`src/shared/anat_pkg.sv`:
```
// What this block does
// - Select held for release minus assert, scaled
// - Bursts lengthen select by page words
// - Latch release placed from select, half-cycle shifts
// - Latch assert placed from select, half-cycle shifts
// - Read strobe assert placed from select
// - Single read strobe release placed from select
// - Burst read strobe release lengthened by pages
// - Later page addresses held page count scaled
// - Write strobe assert placed from select
// - Write strobe release placed from select
// - Address, enables, data valid from tick zero, select assert time before select
// - Byte enables valid cycle count plus pages
// - First read word sampled after access count
// - Divider zero gives bus clock equal functional
// - Scale bit zero means counts times one
// - Clock select zero picks high-speed divider
// - Functional clock never driven to pins
// - Four select outputs, one per region
// - Later page words sampled each page count
package anat_pkg;
    // Width of every programmed count field
    localparam int CW = 5;
    // Width of the half-period time base
    localparam int TW = 10;
    // Address and data widths, and count of select regions
    localparam int AW = 27;
    localparam int DW = 16;
    localparam int CSN = 4;
    // Clock select code for the high-speed divider output
    localparam logic [1:0] CLKSEL_HS = 2'h0;
    // High-speed divider output ratio, 2000 MHz over 15
    localparam int HS_NUM_MHZ = 2000;
    localparam int HS_DEN = 15;
    // Divider code for an undivided bus clock
    localparam logic [1:0] DIV_UNDIVIDED = 2'h0;
    // Scale bit code for times-one counts
    localparam logic SCALE_X1 = 1'h0;
    // Clock ticks per functional period; one tick is half a period
    localparam int FCLK_TICKS = 2;
    localparam logic [TW-1:0] TICK_ONE = 10'h001;
    // Idle pin levels
    localparam logic STROBE_IDLE = 1'h1;
    localparam logic [CSN-1:0] SEL_IDLE = 4'hF;
    localparam logic [AW-1:0] ADDR_RST = 27'h0000000;
    localparam logic [DW-1:0] DATA_RST = 16'h0000;

    // Sequencer states
    typedef enum logic {ANAT_IDLE, ANAT_RUN} anat_state_e;

    // Count to half-period ticks: count times scale, times two, plus shift
    function automatic logic [TW-1:0] anat_ht(input logic [CW-1:0] cnt, input logic scale,
                                             input logic shift);
        logic [TW-1:0] c;
        c = TW'(cnt) << scale;
        return (c << 1) + TW'(shift);
    endfunction : anat_ht

    // Extra ticks for (n - 1) page words, scaled
    function automatic logic [TW-1:0] anat_burst(input logic [1:0] nm1, input logic [CW-1:0] page,
                                                input logic scale);
        logic [TW-1:0] p;
        p = TW'(TW'(nm1) * TW'(page));
        return (p << scale) << 1;
    endfunction : anat_burst
endpackage : anat_pkg

```
`src/hdl/anat_timing.sv`:
```
module anat_timing (
    input wire logic clk,
    input wire logic rst_n,
    // Access request
    input wire logic req_valid,
    output logic req_ready,
    input wire logic req_write,
    input wire logic [1:0] req_region,
    input wire logic [1:0] req_words_m1,
    input wire logic [anat_pkg::AW-1:0] req_addr,
    input wire logic req_low_byte,
    input wire logic req_high_byte,
    input wire logic [anat_pkg::DW-1:0] wr_data,
    output logic wr_next,
    output logic [anat_pkg::DW-1:0] rd_data,
    output logic rd_valid,
    output logic done,
    // Timing configuration
    input wire logic [1:0] controller_clock_select,
    input wire logic [1:0] bus_clock_divider,
    input wire logic timing_scale_bit,
    input wire logic [anat_pkg::CW-1:0] select_assert_cycles,
    input wire logic [anat_pkg::CW-1:0] select_read_release_cycles,
    input wire logic [anat_pkg::CW-1:0] select_write_release_cycles,
    input wire logic select_half_cycle_shift,
    input wire logic [anat_pkg::CW-1:0] latch_assert_cycles,
    input wire logic [anat_pkg::CW-1:0] latch_read_release_cycles,
    input wire logic [anat_pkg::CW-1:0] latch_write_release_cycles,
    input wire logic latch_half_cycle_shift,
    input wire logic [anat_pkg::CW-1:0] read_strobe_assert_cycles,
    input wire logic [anat_pkg::CW-1:0] read_strobe_release_cycles,
    input wire logic read_strobe_half_cycle_shift,
    input wire logic [anat_pkg::CW-1:0] write_strobe_assert_cycles,
    input wire logic [anat_pkg::CW-1:0] write_strobe_release_cycles,
    input wire logic write_strobe_half_cycle_shift,
    input wire logic [anat_pkg::CW-1:0] read_total_cycles,
    input wire logic [anat_pkg::CW-1:0] write_total_cycles,
    input wire logic [anat_pkg::CW-1:0] read_sample_cycles,
    input wire logic [anat_pkg::CW-1:0] page_word_cycles,
    // Memory pins
    output logic external_bus_clock,
    output logic [anat_pkg::CSN-1:0] memory_select_n,
    output logic address_latch_n,
    output logic read_strobe_n,
    output logic write_strobe_n,
    output logic low_byte_enable_n,
    output logic high_byte_enable_n,
    output logic [anat_pkg::AW-1:0] memory_address_bus,
    input wire logic [anat_pkg::DW-1:0] memory_data_in,
    output logic [anat_pkg::DW-1:0] memory_data_out,
    output logic memory_data_oe
);
    localparam int TW = anat_pkg::TW;

    anat_pkg::anat_state_e state_q; // Sequencer state
    logic [TW-1:0] t_q; // Half-period ticks since access start
    logic [TW-1:0] tn; // Tick value being entered
    logic accept; // Request taken this edge
    logic [anat_pkg::CW-1:0] cfg_q [0:15]; // Latched count fields
    logic [anat_pkg::CW-1:0] cf [0:15]; // Live or latched counts
    logic [3:0] sh_q; // Latched shifts: select, latch, read, write
    logic [3:0] sh; // Live or latched shifts
    logic scale_q; // Latched scale bit
    logic sc; // Live or latched scale bit
    logic wr_q; // Latched direction
    logic [1:0] nm1_q; // Latched words minus one
    logic [1:0] nm1; // Live or latched words minus one
    logic [1:0] reg_q; // Latched region
    logic [1:0] w_q; // Current word index
    logic [TW-1:0] nb_q; // Tick of next word boundary
    logic [TW-1:0] t_cs_on, t_cs_off, t_al_on, t_al_off; // Event ticks
    logic [TW-1:0] t_rs_on, t_rs_off, t_ws_on, t_ws_off, t_end, t_acc, t_page, ext;
    logic [1:0] bclk_cnt_q; // Bus clock divider count

    // Request is taken only while idle and sourced from the high-speed divider
    assign accept = req_valid && req_ready;

    // Ticks step once per clock; one clock is half a functional period
    assign tn = (state_q == anat_pkg::ANAT_IDLE) ? '0 : t_q + anat_pkg::TICK_ONE;

    // Fields come from ports at acceptance and from latches afterwards
    always_comb begin
        if (state_q == anat_pkg::ANAT_IDLE) begin
            cf[0] = select_assert_cycles;
            cf[1] = req_write ? select_write_release_cycles : select_read_release_cycles;
            cf[2] = latch_assert_cycles;
            cf[3] = req_write ? latch_write_release_cycles : latch_read_release_cycles;
            cf[4] = read_strobe_assert_cycles;
            cf[5] = read_strobe_release_cycles;
            cf[6] = write_strobe_assert_cycles;
            cf[7] = write_strobe_release_cycles;
            cf[8] = req_write ? write_total_cycles : read_total_cycles;
            cf[9] = read_sample_cycles;
            cf[10] = page_word_cycles;
            for (int i = 11; i < 16; i++) begin
                cf[i] = '0;
            end
            sh = {write_strobe_half_cycle_shift, read_strobe_half_cycle_shift,
                  latch_half_cycle_shift, select_half_cycle_shift};
            sc = timing_scale_bit;
            nm1 = req_words_m1;
        end else begin
            for (int i = 0; i < 16; i++) begin
                cf[i] = cfg_q[i];
            end
            sh = sh_q;
            sc = scale_q;
            nm1 = nm1_q;
        end
    end

    // Event ticks; scale bit zero leaves every count times one
    always_comb begin
        ext = anat_pkg::anat_burst(nm1, cf[10], sc);
        t_cs_on = anat_pkg::anat_ht(cf[0], sc, sh[0]);
        t_cs_off = anat_pkg::anat_ht(cf[1], sc, sh[0]) + ext;
        t_al_on = anat_pkg::anat_ht(cf[2], sc, sh[1]);
        t_al_off = anat_pkg::anat_ht(cf[3], sc, sh[1]);
        t_rs_on = anat_pkg::anat_ht(cf[4], sc, sh[2]);
        t_rs_off = anat_pkg::anat_ht(cf[5], sc, sh[2]) + ext;
        t_ws_on = anat_pkg::anat_ht(cf[6], sc, sh[3]);
        t_ws_off = anat_pkg::anat_ht(cf[7], sc, sh[3]);
        t_end = anat_pkg::anat_ht(cf[8], sc, 1'b0) + ext;
        t_acc = anat_pkg::anat_ht(cf[9], sc, 1'b0);
        t_page = anat_pkg::anat_ht(cf[10], sc, 1'b0);
    end

    // Sequencer state and tick counter
    always_ff @(posedge clk or negedge rst_n) begin
        if (!rst_n) begin
            state_q <= anat_pkg::ANAT_IDLE;
            t_q <= '0;
        end else if (state_q == anat_pkg::ANAT_IDLE) begin
            if (accept) begin
                state_q <= anat_pkg::ANAT_RUN;
            end
            t_q <= '0;
        end else if (tn >= t_end) begin
            // Cycle time reached: back to idle
            state_q <= anat_pkg::ANAT_IDLE;
            t_q <= '0;
        end else begin
            t_q <= tn;
        end
    end

    // Configuration snapshot at acceptance
    always_ff @(posedge clk or negedge rst_n) begin
        if (!rst_n) begin
            for (int i = 0; i < 16; i++) begin
                cfg_q[i] <= '0;
            end
            sh_q <= '0;
            scale_q <= anat_pkg::SCALE_X1;
            wr_q <= 1'b0;
            nm1_q <= '0;
            reg_q <= '0;
        end else if (accept) begin
            for (int i = 0; i < 16; i++) begin
                cfg_q[i] <= cf[i];
            end
            sh_q <= sh;
            scale_q <= sc;
            wr_q <= req_write;
            nm1_q <= req_words_m1;
            reg_q <= req_region;
        end
    end

    // Ready, done and strobe pins
    always_ff @(posedge clk or negedge rst_n) begin
        if (!rst_n) begin
            req_ready <= 1'b0;
            done <= 1'b0;
            memory_select_n <= anat_pkg::SEL_IDLE;
            address_latch_n <= anat_pkg::STROBE_IDLE;
            read_strobe_n <= anat_pkg::STROBE_IDLE;
            write_strobe_n <= anat_pkg::STROBE_IDLE;
        end else begin
            // Refused while busy or off the high-speed source
            req_ready <= (controller_clock_select == anat_pkg::CLKSEL_HS) && !accept
                         && ((state_q == anat_pkg::ANAT_IDLE) || (tn >= t_end));
            done <= (state_q == anat_pkg::ANAT_RUN) && (tn >= t_end);
            if ((state_q == anat_pkg::ANAT_RUN || accept) && tn < t_end) begin
                // Each region drives only its own select line
                for (int i = 0; i < anat_pkg::CSN; i++) begin
                    memory_select_n[i] <= !((accept ? req_region : reg_q) == 2'(i)
                                           && tn >= t_cs_on && tn < t_cs_off);
                end
                address_latch_n <= !(tn >= t_al_on && tn < t_al_off);
                read_strobe_n <= (accept ? req_write : wr_q)
                                 || !(tn >= t_rs_on && tn < t_rs_off);
                write_strobe_n <= !(accept ? req_write : wr_q)
                                  || !(tn >= t_ws_on && tn < t_ws_off);
            end else begin
                memory_select_n <= anat_pkg::SEL_IDLE;
                address_latch_n <= anat_pkg::STROBE_IDLE;
                read_strobe_n <= anat_pkg::STROBE_IDLE;
                write_strobe_n <= anat_pkg::STROBE_IDLE;
            end
        end
    end

    // Address, byte enables, write data and per-word stepping
    always_ff @(posedge clk or negedge rst_n) begin
        if (!rst_n) begin
            memory_address_bus <= anat_pkg::ADDR_RST;
            low_byte_enable_n <= anat_pkg::STROBE_IDLE;
            high_byte_enable_n <= anat_pkg::STROBE_IDLE;
            memory_data_out <= anat_pkg::DATA_RST;
            memory_data_oe <= 1'b0;
            w_q <= '0;
            nb_q <= '0;
            wr_next <= 1'b0;
        end else if (accept) begin
            // Driven at tick zero, ahead of the select by its assert time
            memory_address_bus <= req_addr;
            low_byte_enable_n <= !req_low_byte;
            high_byte_enable_n <= !req_high_byte;
            memory_data_out <= wr_data;
            memory_data_oe <= req_write;
            w_q <= '0;
            nb_q <= t_acc;
            wr_next <= 1'b0;
        end else if (state_q == anat_pkg::ANAT_RUN && tn >= t_end) begin
            // Enables released at the end of the cycle time
            low_byte_enable_n <= anat_pkg::STROBE_IDLE;
            high_byte_enable_n <= anat_pkg::STROBE_IDLE;
            memory_data_oe <= 1'b0;
            wr_next <= 1'b0;
        end else if (state_q == anat_pkg::ANAT_RUN && tn == nb_q && w_q < nm1_q) begin
            // Next page word: new address held one scaled page count
            memory_address_bus <= memory_address_bus + 27'h0000001;
            w_q <= w_q + 2'h1;
            nb_q <= nb_q + t_page;
            memory_data_out <= wr_data;
            wr_next <= wr_q;
        end else begin
            wr_next <= 1'b0;
        end
    end

    // Read data sampled at the access tick, then at each page boundary
    always_ff @(posedge clk or negedge rst_n) begin
        if (!rst_n) begin
            rd_data <= anat_pkg::DATA_RST;
            rd_valid <= 1'b0;
        end else if (state_q == anat_pkg::ANAT_RUN && !wr_q && tn == nb_q && tn < t_end) begin
            rd_data <= memory_data_in;
            rd_valid <= 1'b1;
        end else begin
            rd_valid <= 1'b0;
        end
    end

    // Bus clock: toggles every divider-plus-one ticks; the internal time
    // base itself never leaves the block
    always_ff @(posedge clk or negedge rst_n) begin
        if (!rst_n) begin
            bclk_cnt_q <= '0;
            external_bus_clock <= 1'b0;
        end else if (bclk_cnt_q >= bus_clock_divider) begin
            // Divider zero: one full bus period per functional period
            bclk_cnt_q <= '0;
            external_bus_clock <= !external_bus_clock;
        end else begin
            bclk_cnt_q <= bclk_cnt_q + 2'h1;
        end
    end
endmodule : anat_timing

```
`config.mk`:
```
export PLATFORM = sky130hd
export DESIGN_NAME = anat_timing
export DESIGN_NICKNAME = d
export VERILOG_FILES = /design/src/shared/anat_pkg.sv /design/src/hdl/anat_timing.sv
export SDC_FILE = /design/constraint.sdc
export NUM_CORES = 1
export LEC_CHECK = 0
export ABC_AREA = 1
export BUFFER_PORTS_ARGS = -buffer_cell sky130_fd_sc_hd__buf_4
export CORE_MARGIN = 2
export CORE_UTILIZATION = 48
export CTS_CLUSTER_SIZE = 8
export DETAILED_ROUTE_END_ITERATION = 16
export PLACE_DENSITY_LB_ADDON = 0.08
export SYNTH_ARGS = -nofsm -noshare
export SYNTH_HDL_FRONTEND = slang
export SYNTH_SLANG_ARGS = --single-unit
```
`constraint.sdc`:
```
create_clock -name clk -period 6.3 [get_ports clk]
set_input_delay 0.315 -clock clk [delete_from_list [all_inputs] [get_ports clk]]
set_output_delay 0.315 -clock clk [all_outputs]
set_load 0.005 [all_outputs]
```
==> results of run 1 <==
sequential cells by signal (all words and copies together), names as in the netlist, 2 cells and up:
register,cells
sh_q,4
reg_q,2
nm1_q,2
memory_select_n,4
memory_address_bus,27
bclk_cnt_q,2
memory_data_out,16
t_q,10
rd_data,16
nb_q,9
w_q,2
cfg_q,55
cell usage in the layout, fill, tap and decap left out, drive strengths merged, types with 4 or more instances in the layout:
cell type,n
a21o,5
a21oi,62
a31oi,6
buf,236
clkbuf,19
clkinv,5
dfrtp,154
dfstp,9
fa,5
ha,97
inv,140
mux2i,22
nand2,568
nand3,122
nand3b,5
nand4,23
nor2,92
nor3,10
o211ai,4
o21ai,166
or2,19
xnor2,19
xor2,19
worst max-delay path by stage:
stage                                          to  slack, ns  depth (start not counted)
2_1_floorplan   memory_address_bus[0]$_DFFE_PN0P_       1.34                         31
3_3_place_gp      memory_data_out[15]$_DFFE_PN0P_       0.97                         30
3_5_place_dp       memory_data_out[4]$_DFFE_PN0P_       0.79                         30
4_1_cts            memory_data_out[4]$_DFFE_PN0P_       0.76                         30
5_1_grt        memory_address_bus[26]$_DFFE_PN0P_       0.26                         30
6_report           memory_data_out[4]$_DFFE_PN0P_       0.72                         30
metal layers:
metal | vias to the layer above | part of all wire
li1 | 5714 | -
met1 | 5281 | 0.47
met2 | 276 | 0.45
met3 | 46 | 0.054
met4 | 0 | 0.022
met5 | - | 0
report_power, final:
part           internal [mW]  switching [mW]
registers               1.48           0.348
logic                   1.92            2.98
clock network          0.582           0.490
stage by stage:
step                hold slack, ns  worst slack (ns)
floorplan                   0.0194              1.34
global placement             0.448             0.971
detailed placement           0.454             0.795
CTS                        0.00430             0.757
global route                0.0151             0.262
finish                      0.0189             0.718
cell families after synthesis:
kind of cell / after synthesis
mux: 22
compound gates: 257
flops: 163
simple gates: 844
xor+xnor: 38
buf+inv: 205
fa+ha+maj: 102
area by class of cell:
class	instances	area (sq um)
diodes	1	2.50
repair buffers	238	1800
clock buffers	19	453
flip-flops and latches	163	4090
inverters	134	503
fillers	2314	10000
well taps	324	405
clock inverters	13	143
multi-input cells	1263	6850
worst max-delay path, delay by kind of cell (launching register included):
kind                     cells  cell delay, ns
flip-flops                   1            0.57
AO/OA/AOI/OAI                6            1.00
buffers and inverters        5            1.07
AND/OR/NAND/NOR             15            1.66
adder cells (fa/ha/maj)      4            1.17
==> results.ini, run 1 <==
[global_route]
grt_use_total = 0.266
met1_usage = 0.369
use_met3 = 0.0413
grt_pass1_vias = 11000
grt.met2_usage = 0.426
antenna_found_initial = 1
grt_pass1_wl_um = 55600
busiest_layer = met2
grt_start_max_net_pins = 93
grt_overflow = 0

[timing]
skew_ns = 0.0158
max-slew-margin-rel = 0.364
worstMarginPinSlew_ns = 0.954
drv_slew = 0
fmax_mhz = 179
min_period_ns = 5.58
final-hold-violation-count = 0
finalSetupViolations = 0
grt_setup_unrepaired = no
fin_crit_sh = 0.886
finalSetupTns_ns = 0

[yosys]
synthTopCellsByArea = dfrtp_1 (33%), nand2_1 (18%), ha_1 (10%)
synthAdderAreaFrac = 0.111
synth_top_family_by_area = simple AND/OR/NAND/NOR gates
synth.area.mux_share = 0.0186
avgSynthCellArea_sq_um = 7.25
synth_top_area_frac = 0.326
ys_ff_latch = 163
ys_warn_count = 0
synth_top_area_cell = dfrtp_1
yosys.area_share.simple = 0.305
synthTopCellsByCount = nand2_1 (563), o21ai_0 (164), dfrtp_1 (154), inv_1 (127), nand3_1 (107)
synth-edff-count = 0
ys_types = 47
syn-cell-area_sq_um = 11800
ys.flop_type = dfrtp_1
yosysSeqAreaShare = 0.346
synth_compound_area_frac = 0.115
synthXorXnorAreaFrac = 0.0281
yosysMostFrequentCell = nand2_1
synth_cells = 1631
syn_nets = 1881
async_reset_ff_frac = 1.00

[setup_path]
crit_slowest_cell = dfrtp_2
r2r_slack_ns = 0.72
slowest_delay_ns = 0.57
cp-start-kind = flop
cp-startpoint = state_q$_DFF_PN0_
cp.required_ns = 6.67
end_kind = flop
reg2reg_from = state_q$_DFF_PN0_
rr_endpoint = memory_data_out[4]$_DFFE_PN0P_
r2r_cells = 30
cp.arrival_ns = 5.95
cp_common_cell = nand2_1
crit_type = reg -> reg
cp_max_fo = 55

[hold_path]
hp-start = req_high_byte
min_path_type = in -> reg
holdPathEnd = high_byte_enable_n$_DFFE_PN1P_
worstHoldPathCells = 2

[clock_tree]
cts_tree = yes
cts_buffers = 17
ctsHoldBuffers = 2
post_cts_buffers = 0
htreeDepth = 4
cts_buffer_depth = 2
clk_pin_slew_worst_paths_ns = 0.07
cts_sinks = 163
cts_resized = 0
cts-root-buf = clkbuf_16
clk_latency_ns = 0.44

[final_layout]
stdcell_count = 2155
areaGrowthSynthToFinish_pct = 20.5
fin_area_sq_um = 14200
final_core_util = 0.587
drive_gt1_frac = 0.181
nets = 2067

[die]
die_x_um = 161
dieArea_sq_um = 25900
start_util = 0.488
io_pins = 222
die_h_um = 161
coreArea_sq_um = 24200
row_count = 57

[routing]
wirelength_um = 33500
first_iter_violations = 697
routed-via-count = 11300
dr.pass1.iters = 5
viasPerCell = 5.25
wl_per_cell_um = 15.6
drc_errors = 0
antenna_left = 0

[power_and_ir_drop]
vdd_drop_max_mv = 0.286
p_per_area_nw_per_um2 = 548
report.power.total_mw = 7.80
leakagePower_nw = 7.64

[placement]
gp_congestion = 0.873
portBuffers = 221
place_hpwl_um = 24100
placed_cells = 2120
dpl_cell_area_sq_um = 13600

[job]
maxCapViolations = 0

[outcome]
run_status = finished, final reports clean

(Power assumes the default switching activity.)
==> run 2: changes to the inputs <==
==> constraint.sdc (replaced) <==
create_clock -name clk -period 5.6 [get_ports clk]
set_input_delay 0.28 -clock clk [delete_from_list [all_inputs] [get_ports clk]]
set_output_delay 0.28 -clock clk [all_outputs]
set_load 0.005 [all_outputs]
==> run 2 against run 1 <==
Clock-buffer cell count is 2 lower; first-iteration DRC count is 0.43% lower; register-to-register slack worse by 0.27 ns; hold slack better by 0.012 ns; sequential cell count stayed put; clock power is 21% higher; utilization is 0.59 points higher; fmax is 8.3% higher; critical path depth is 2 lower; combinational power is 14% higher; highest routed layer unchanged.
==> results.ini, run 2 (synthesized netlist as in run 1, its figures left out) <==
[hold_path]
min_path_type = in -> reg
holdPathEnd = rd_data[9]$_DFFE_PN0P_
worstHoldPathCells = 3  ; +1
hp-start = memory_data_in[9]

[setup_path]
slowest_delay_ns = 0.51  ; -0.06 ns
rr_endpoint = req_ready$_DFF_PN0_
end_kind = flop
cp.required_ns = 5.87  ; -0.80 ns
crit_slowest_cell = dfrtp_2
reg2reg_from = state_q$_DFF_PN0_
cp-start-kind = flop
cp_common_cell = nand2_1
r2r_slack_ns = 0.44  ; -0.27 ns
cp.arrival_ns = 5.43  ; -0.52 ns
cp_max_fo = 13  ; -76%
r2r_cells = 28  ; -6.7%
crit_type = reg -> reg

[die]
dieArea_sq_um = 25900  ; unchanged
coreArea_sq_um = 24200  ; unchanged
row_count = 57  ; unchanged
die_h_um = 161  ; unchanged
io_pins = 222  ; unchanged
die_x_um = 161  ; unchanged
start_util = 0.488  ; unchanged

[timing]
hold_ws_ns = 0.0314  ; +0.0125 ns
fin_crit_sh = 0.921  ; +0.0347
final-hold-violation-count = 0  ; unchanged
drv_slew = 0  ; unchanged
worstMarginPinSlew_ns = 0.869  ; -0.0847 ns
grt_setup_unrepaired = no
skew_ns = 0.0157  ; -0.000143 ns
min_period_ns = 5.16  ; -0.426 ns
finalSetupTns_ns = 0  ; unchanged
finalSetupViolations = 0  ; unchanged
max-slew-margin-rel = 0.415  ; +0.0504
fmax_mhz = 194  ; +8.3%

[routing]
routed-via-count = 11300  ; +0.035%
first_iter_violations = 694  ; -0.43%
antenna_left = 0  ; unchanged
wirelength_um = 33600  ; +0.22%
drc_errors = 0  ; unchanged
dr.pass1.iters = 5  ; unchanged
wl_per_cell_um = 15.5  ; -0.20%
viasPerCell = 5.23  ; -0.38%

[job]
maxCapViolations = 0  ; unchanged

[global_route]
grt_overflow = 0  ; unchanged
grt_pass1_vias = 10900  ; -0.91%
grt_use_total = 0.263  ; -0.00317
grt_pass1_wl_um = 54900  ; -1.3%
antenna_found_initial = 1  ; unchanged
grt_start_max_net_pins = 90  ; -3.2%

[clock_tree]
cts-root-buf = clkbuf_16
htreeDepth = 4  ; unchanged
cts_sinks = 163  ; unchanged
cts_buffer_depth = 2  ; unchanged
cts_tree = yes
clk_latency_ns = 0.44  ; about the same
cts_buffers = 17  ; unchanged
clk_pin_slew_worst_paths_ns = 0.07  ; about the same

[final_layout]
diodes = 0  ; -1
nets = 2077  ; +0.48%
areaGrowthSynthToFinish_pct = 21.7
final_common_cell = nand2_1
top_register = cfg_q
largestRegisters = cfg_q (55), memory_address_bus (27)
mostFrequentLayoutCells = nand2_1 (561), buf_4 (242), o21ai_0 (164)
largest_reg_flops = 55  ; unchanged
drive_gt1_frac = 0.185  ; +0.00391
fill_cells = 2305  ; -0.39%

[power_and_ir_drop]
p_per_area_nw_per_um2 = 622  ; +14%
vdd_drop_max_mv = 0.319  ; +12%
leakagePower_nw = 7.71  ; +0.96%

[outcome]
run_status = finished, final reports clean

[placement]
gp_congestion = 0.881  ; +0.89%
place_hpwl_um = 24300  ; +0.81%
portBuffers = 221  ; unchanged

==> run 2: per-layer routing <==
metal | GRT usage | up-vias | share of wire
met5 | 0 | - | 0
met4 | 0.0657 | 0 | 0.016
met3 | 0.0491 | 36 | 0.055
met2 | 0.414 | 270 | 0.46
met1 | 0.375 | 5286 | 0.47
li1 | - | 5729 | -
==> run 2: worst max-delay path by stage <==
stage,startpoint,to,slack [ns]
floorplan,state_q$_DFF_PN0_,memory_address_bus[0]$_DFFE_PN0P_,0.64
global placement,state_q$_DFF_PN0_,memory_data_out[15]$_DFFE_PN0P_,0.44
detailed placement,state_q$_DFF_PN0_,memory_data_out[0]$_DFFE_PN0P_,0.23
CTS,state_q$_DFF_PN0_,memory_data_out[0]$_DFFE_PN0P_,0.20
global route,state_q$_DFF_PN0_,rd_data[10]$_DFFE_PN0P_,0.05
finish,state_q$_DFF_PN0_,req_ready$_DFF_PN0_,0.44
==> run 2: cell type report <==
class,instances,area [sq um],area share
multi-input cells,1264,6870,0.478
flip-flops and latches,163,4090,0.284
repair buffers,247,1880,0.131
inverters,134,503,0.0350
clock buffers,17,425,0.0296
well taps,324,405,0.0282
clock inverters,15,214,0.0149
==> run 2: stage by stage <==
| stage | worst slack (ns) | utilization | instances | cell area [sq um] | total power [mW] |
|---|---|---|---|---|---|
| CTS | 0.202 | 0.591 | 2159 | 14300 | 8.91 |
| finish | 0.443 | 0.593 | 2164 | 14400 | 8.95 |
| global placement | 0.443 | 0.563 | 2124 | 13700 | 7.45 |
| global route | 0.0466 | 0.593 | 2164 | 14400 | 9.92 |
| floorplan | 0.644 | - | 1631 | 11800 | 5.93 |
| detailed placement | 0.229 | 0.563 | 2124 | 13700 | 7.57 |
==> run 2: where the power goes <==
part | internal [mW] | total, mW | switching [mW]
logic | 2.20 | 5.61 | 3.41
registers | 1.67 | 2.05 | 0.381
clock network | 0.726 | 1.30 | 0.573
total | 4.59 | 8.95 | 4.36
==> run 2: worst max-delay path: cells and delay by family, from the launching register on <==
family / cells / cell delay (ns)
adder cells (fa/ha/maj): 4 / 1.18
buffers and inverters: 5 / 0.77
flip-flops: 1 / 0.51
AO/OA/AOI/OAI: 5 / 0.76
AND/OR/NAND/NOR: 14 / 1.75
==> run 2: repair_timing <==
item | 4_1_cts | 5_1_grt
endpoints found under the setup margin | 0 | 71
hold buffers | 3 | 0
hold endpoints to repair | 59 | 0
setup buffers | 0 | 4
resized for setup | 0 | 5
==> run 3: changes to the inputs <==
--- a/config.mk
+++ b/config.mk
@@ -11,7 +11,7 @@
 export CORE_UTILIZATION = 48
 export CTS_CLUSTER_SIZE = 8
 export DETAILED_ROUTE_END_ITERATION = 16
-export PLACE_DENSITY_LB_ADDON = 0.08
+export PLACE_DENSITY = 0.71
 export SYNTH_ARGS = -nofsm -noshare
 export SYNTH_HDL_FRONTEND = slang
 export SYNTH_SLANG_ARGS = --single-unit
==> run 3 against run 2 <==
Critical path type unchanged; largest power group unchanged; register-to-register slack got worse by 0.04 ns; non-clock buffer count rose by 5; clock skew fell by 0.00057 ns.
==> results.ini, run 3 (synthesized netlist as in run 1, its figures left out) <==
[outcome]
run_status = finished, final reports clean

[final_layout]
seqCellArea_sq_um = 4090  ; unchanged
mostFrequentLayoutCells = nand2_1 (561), buf_4 (243), o21ai_0 (160)
fin_area_sq_um = 14500  ; +0.46%
fill_cells = 2270  ; -1.5%
largestRegisters = cfg_q (55), memory_address_bus (27)
drive_gt1_frac = 0.189  ; +0.00329
nets = 2082  ; +0.24%
largest_reg_flops = 55  ; unchanged
multiInputGateArea_sq_um = 6900  ; +0.47%
top_register = cfg_q
areaGrowthSynthToFinish_pct = 22.3
diodes = 0  ; unchanged
final_core_util = 0.596  ; +0.00274
final_common_cell = nand2_1

[power_and_ir_drop]
leakagePower_nw = 7.74  ; +0.38%
vdd_drop_max_mv = 0.341  ; +6.8%
pwr-share-seq = 0.228  ; about the same
comb_power_share = 0.630  ; +0.004
p_sw_mw = 4.32  ; -0.81%
clockPowerShare = 0.143  ; -0.002
p_per_area_nw_per_um2 = 622  ; about the same
swShare = 0.481  ; -0.00572
p_int_mw = 4.66  ; +1.5%

[die]
row_count = 57  ; unchanged
die_x_um = 161  ; unchanged
io_pins = 222  ; unchanged
die_h_um = 161  ; unchanged
coreArea_sq_um = 24200  ; unchanged
start_util = 0.488  ; unchanged
dieArea_sq_um = 25900  ; unchanged

[clock_tree]
cts_tree = yes
clk_latency_ns = 0.45  ; about the same
cts_buffers = 17  ; unchanged
htreeDepth = 4  ; unchanged
cts_buffer_depth = 2  ; unchanged
cts_sinks = 163  ; unchanged
clk_pin_slew_worst_paths_ns = 0.07  ; about the same
cts-root-buf = clkbuf_16

[timing]
fmax_mhz = 192  ; -0.86%
fin_crit_sh = 0.929  ; +0.00802
finalSetupViolations = 0  ; unchanged
skew_ns = 0.0151  ; -0.000569 ns
finalSetupTns_ns = 0  ; unchanged
worstMarginPinSlew_ns = 1.07  ; +0.203 ns
max-slew-margin-rel = 0.278  ; -0.136
drv_slew = 0  ; unchanged
min_period_ns = 5.20  ; +0.0449 ns
final-hold-violation-count = 0  ; unchanged
worst_slack_ns = 0.398  ; -0.0449 ns

[global_route]
grt_overflow = 0  ; unchanged
grt_pass1_wl_um = 55800  ; +1.6%
grt_pass1_vias = 11100  ; +2.1%
grt_use_total = 0.265  ; +0.00189
antenna_found_initial = 0  ; -1
grt_start_max_net_pins = 104  ; +16%

[hold_path]
min_path_type = in -> reg
holdPathEnd = memory_data_out[0]$_DFFE_PN0P_
worstHoldPathCells = 3  ; unchanged
hp-start = wr_data[0]

[setup_path]
cp.required_ns = 5.98  ; +0.11 ns
cp.arrival_ns = 5.58  ; +0.15 ns
crit_slowest_cell = dlygate4sd3_1
cp-start-kind = flop
r2r_slack_ns = 0.40  ; -0.04 ns
reg2reg_from = state_q$_DFF_PN0_
cp_max_fo = 8  ; -5
crit_type = reg -> reg
end_kind = flop
rr_endpoint = req_ready$_DFF_PN0_
cp_common_cell = nand2_1
r2r_cells = 30  ; +7.1%
slowest_delay_ns = 0.58  ; +0.07 ns

[routing]
wirelength_um = 33600  ; about the same
drc_errors = 0  ; unchanged
routed-via-count = 11600  ; +2.2%
top_layer_used = met4
wl_met2_um = 15600  ; +1.4%
dr.pass1.iters = 6  ; +1
m1WireLength_um = 15400  ; -2.6%
wl_per_cell_um = 15.5  ; -0.26%
antenna_left = 0  ; unchanged
route.met3.wl_um = 1880  ; +2.0%
first_iter_violations = 988  ; +42%
viasPerCell = 5.34  ; +2.0%

[placement]
dpl_cell_area_sq_um = 13600  ; about the same
place_hpwl_um = 23900  ; -1.6%
place_ws_ns = 0.174  ; -0.0552 ns
portBuffers = 221  ; unchanged
gp_congestion = 0.867  ; -1.6%

[job]
maxCapViolations = 0  ; unchanged

## run 3: power by group through the flow
stage               registers, mW  logic, mW  clock network (mW)
global placement             2.05       5.29                   0
detailed placement           2.06       5.43                   0
global route                 2.11       6.47                1.35
floorplan                    1.97       3.96                   0
CTS                          2.05       5.47                1.30
finish                       2.05       5.66                1.28
## run 3: cell type report
class,count,area share
Multi-Input combinational cell,1264,0.478
Sequential cell,163,0.283
Timing Repair Buffer,252,0.133
Inverter,134,0.0348
Clock buffer,19,0.0306
Tap cell,324,0.0280
Clock inverter,13,0.0129
## run 3: what timing repair did
| item | in CTS | in global routing |
|---|---|---|
| setup buffers | 0 | 10 |
| resized for setup | 0 | 13 |
| setup endpoints to repair | 0 | 76 |
| hold endpoints to repair | 35 | 0 |
| hold buffers | 5 | 0 |
## run 3: layer usage
| metal | up-vias | global-route usage |
|---|---|---|
| met5 | - | 0 |
| met4 | 0 | 0.0767 |
| met3 | 49 | 0.0442 |
| met2 | 333 | 0.423 |
| met1 | 5449 | 0.372 |
| li1 | 5741 | - |
## run 3: worst max-delay path by stage
stage	end	slack, ns	from
final	req_ready$_DFF_PN0_	0.40	state_q$_DFF_PN0_
after global routing	req_ready$_DFF_PN0_	-0.01	state_q$_DFF_PN0_
after CTS	memory_address_bus[1]$_DFFE_PN0P_	0.14	state_q$_DFF_PN0_
after detailed placement	nb_q[3]$_DFFE_PN0P_	0.17	state_q$_DFF_PN0_
after global placement	memory_data_out[8]$_DFFE_PN0P_	0.41	state_q$_DFF_PN0_
after floorplan	memory_address_bus[0]$_DFFE_PN0P_	0.64	state_q$_DFF_PN0_
## run 3: critical path, delay by kind of cell (launching register included)
family          cells  cell delay (ns)
simple gates       16             1.66
fa+ha+maj           4             1.30
buf+inv             6             1.27
flops               1             0.46
compound gates      4             0.43
## run 3: per-stage QoR
stage	hold slack, ns	std cells	total power, mW
after floorplan	-0.0156	1631	5.93
after global placement	0.214	2121	7.34
after detailed placement	0.219	2121	7.49
after CTS	0.00920	2158	8.83
after global routing	0.0255	2169	9.94
final	0.0211	2169	8.99
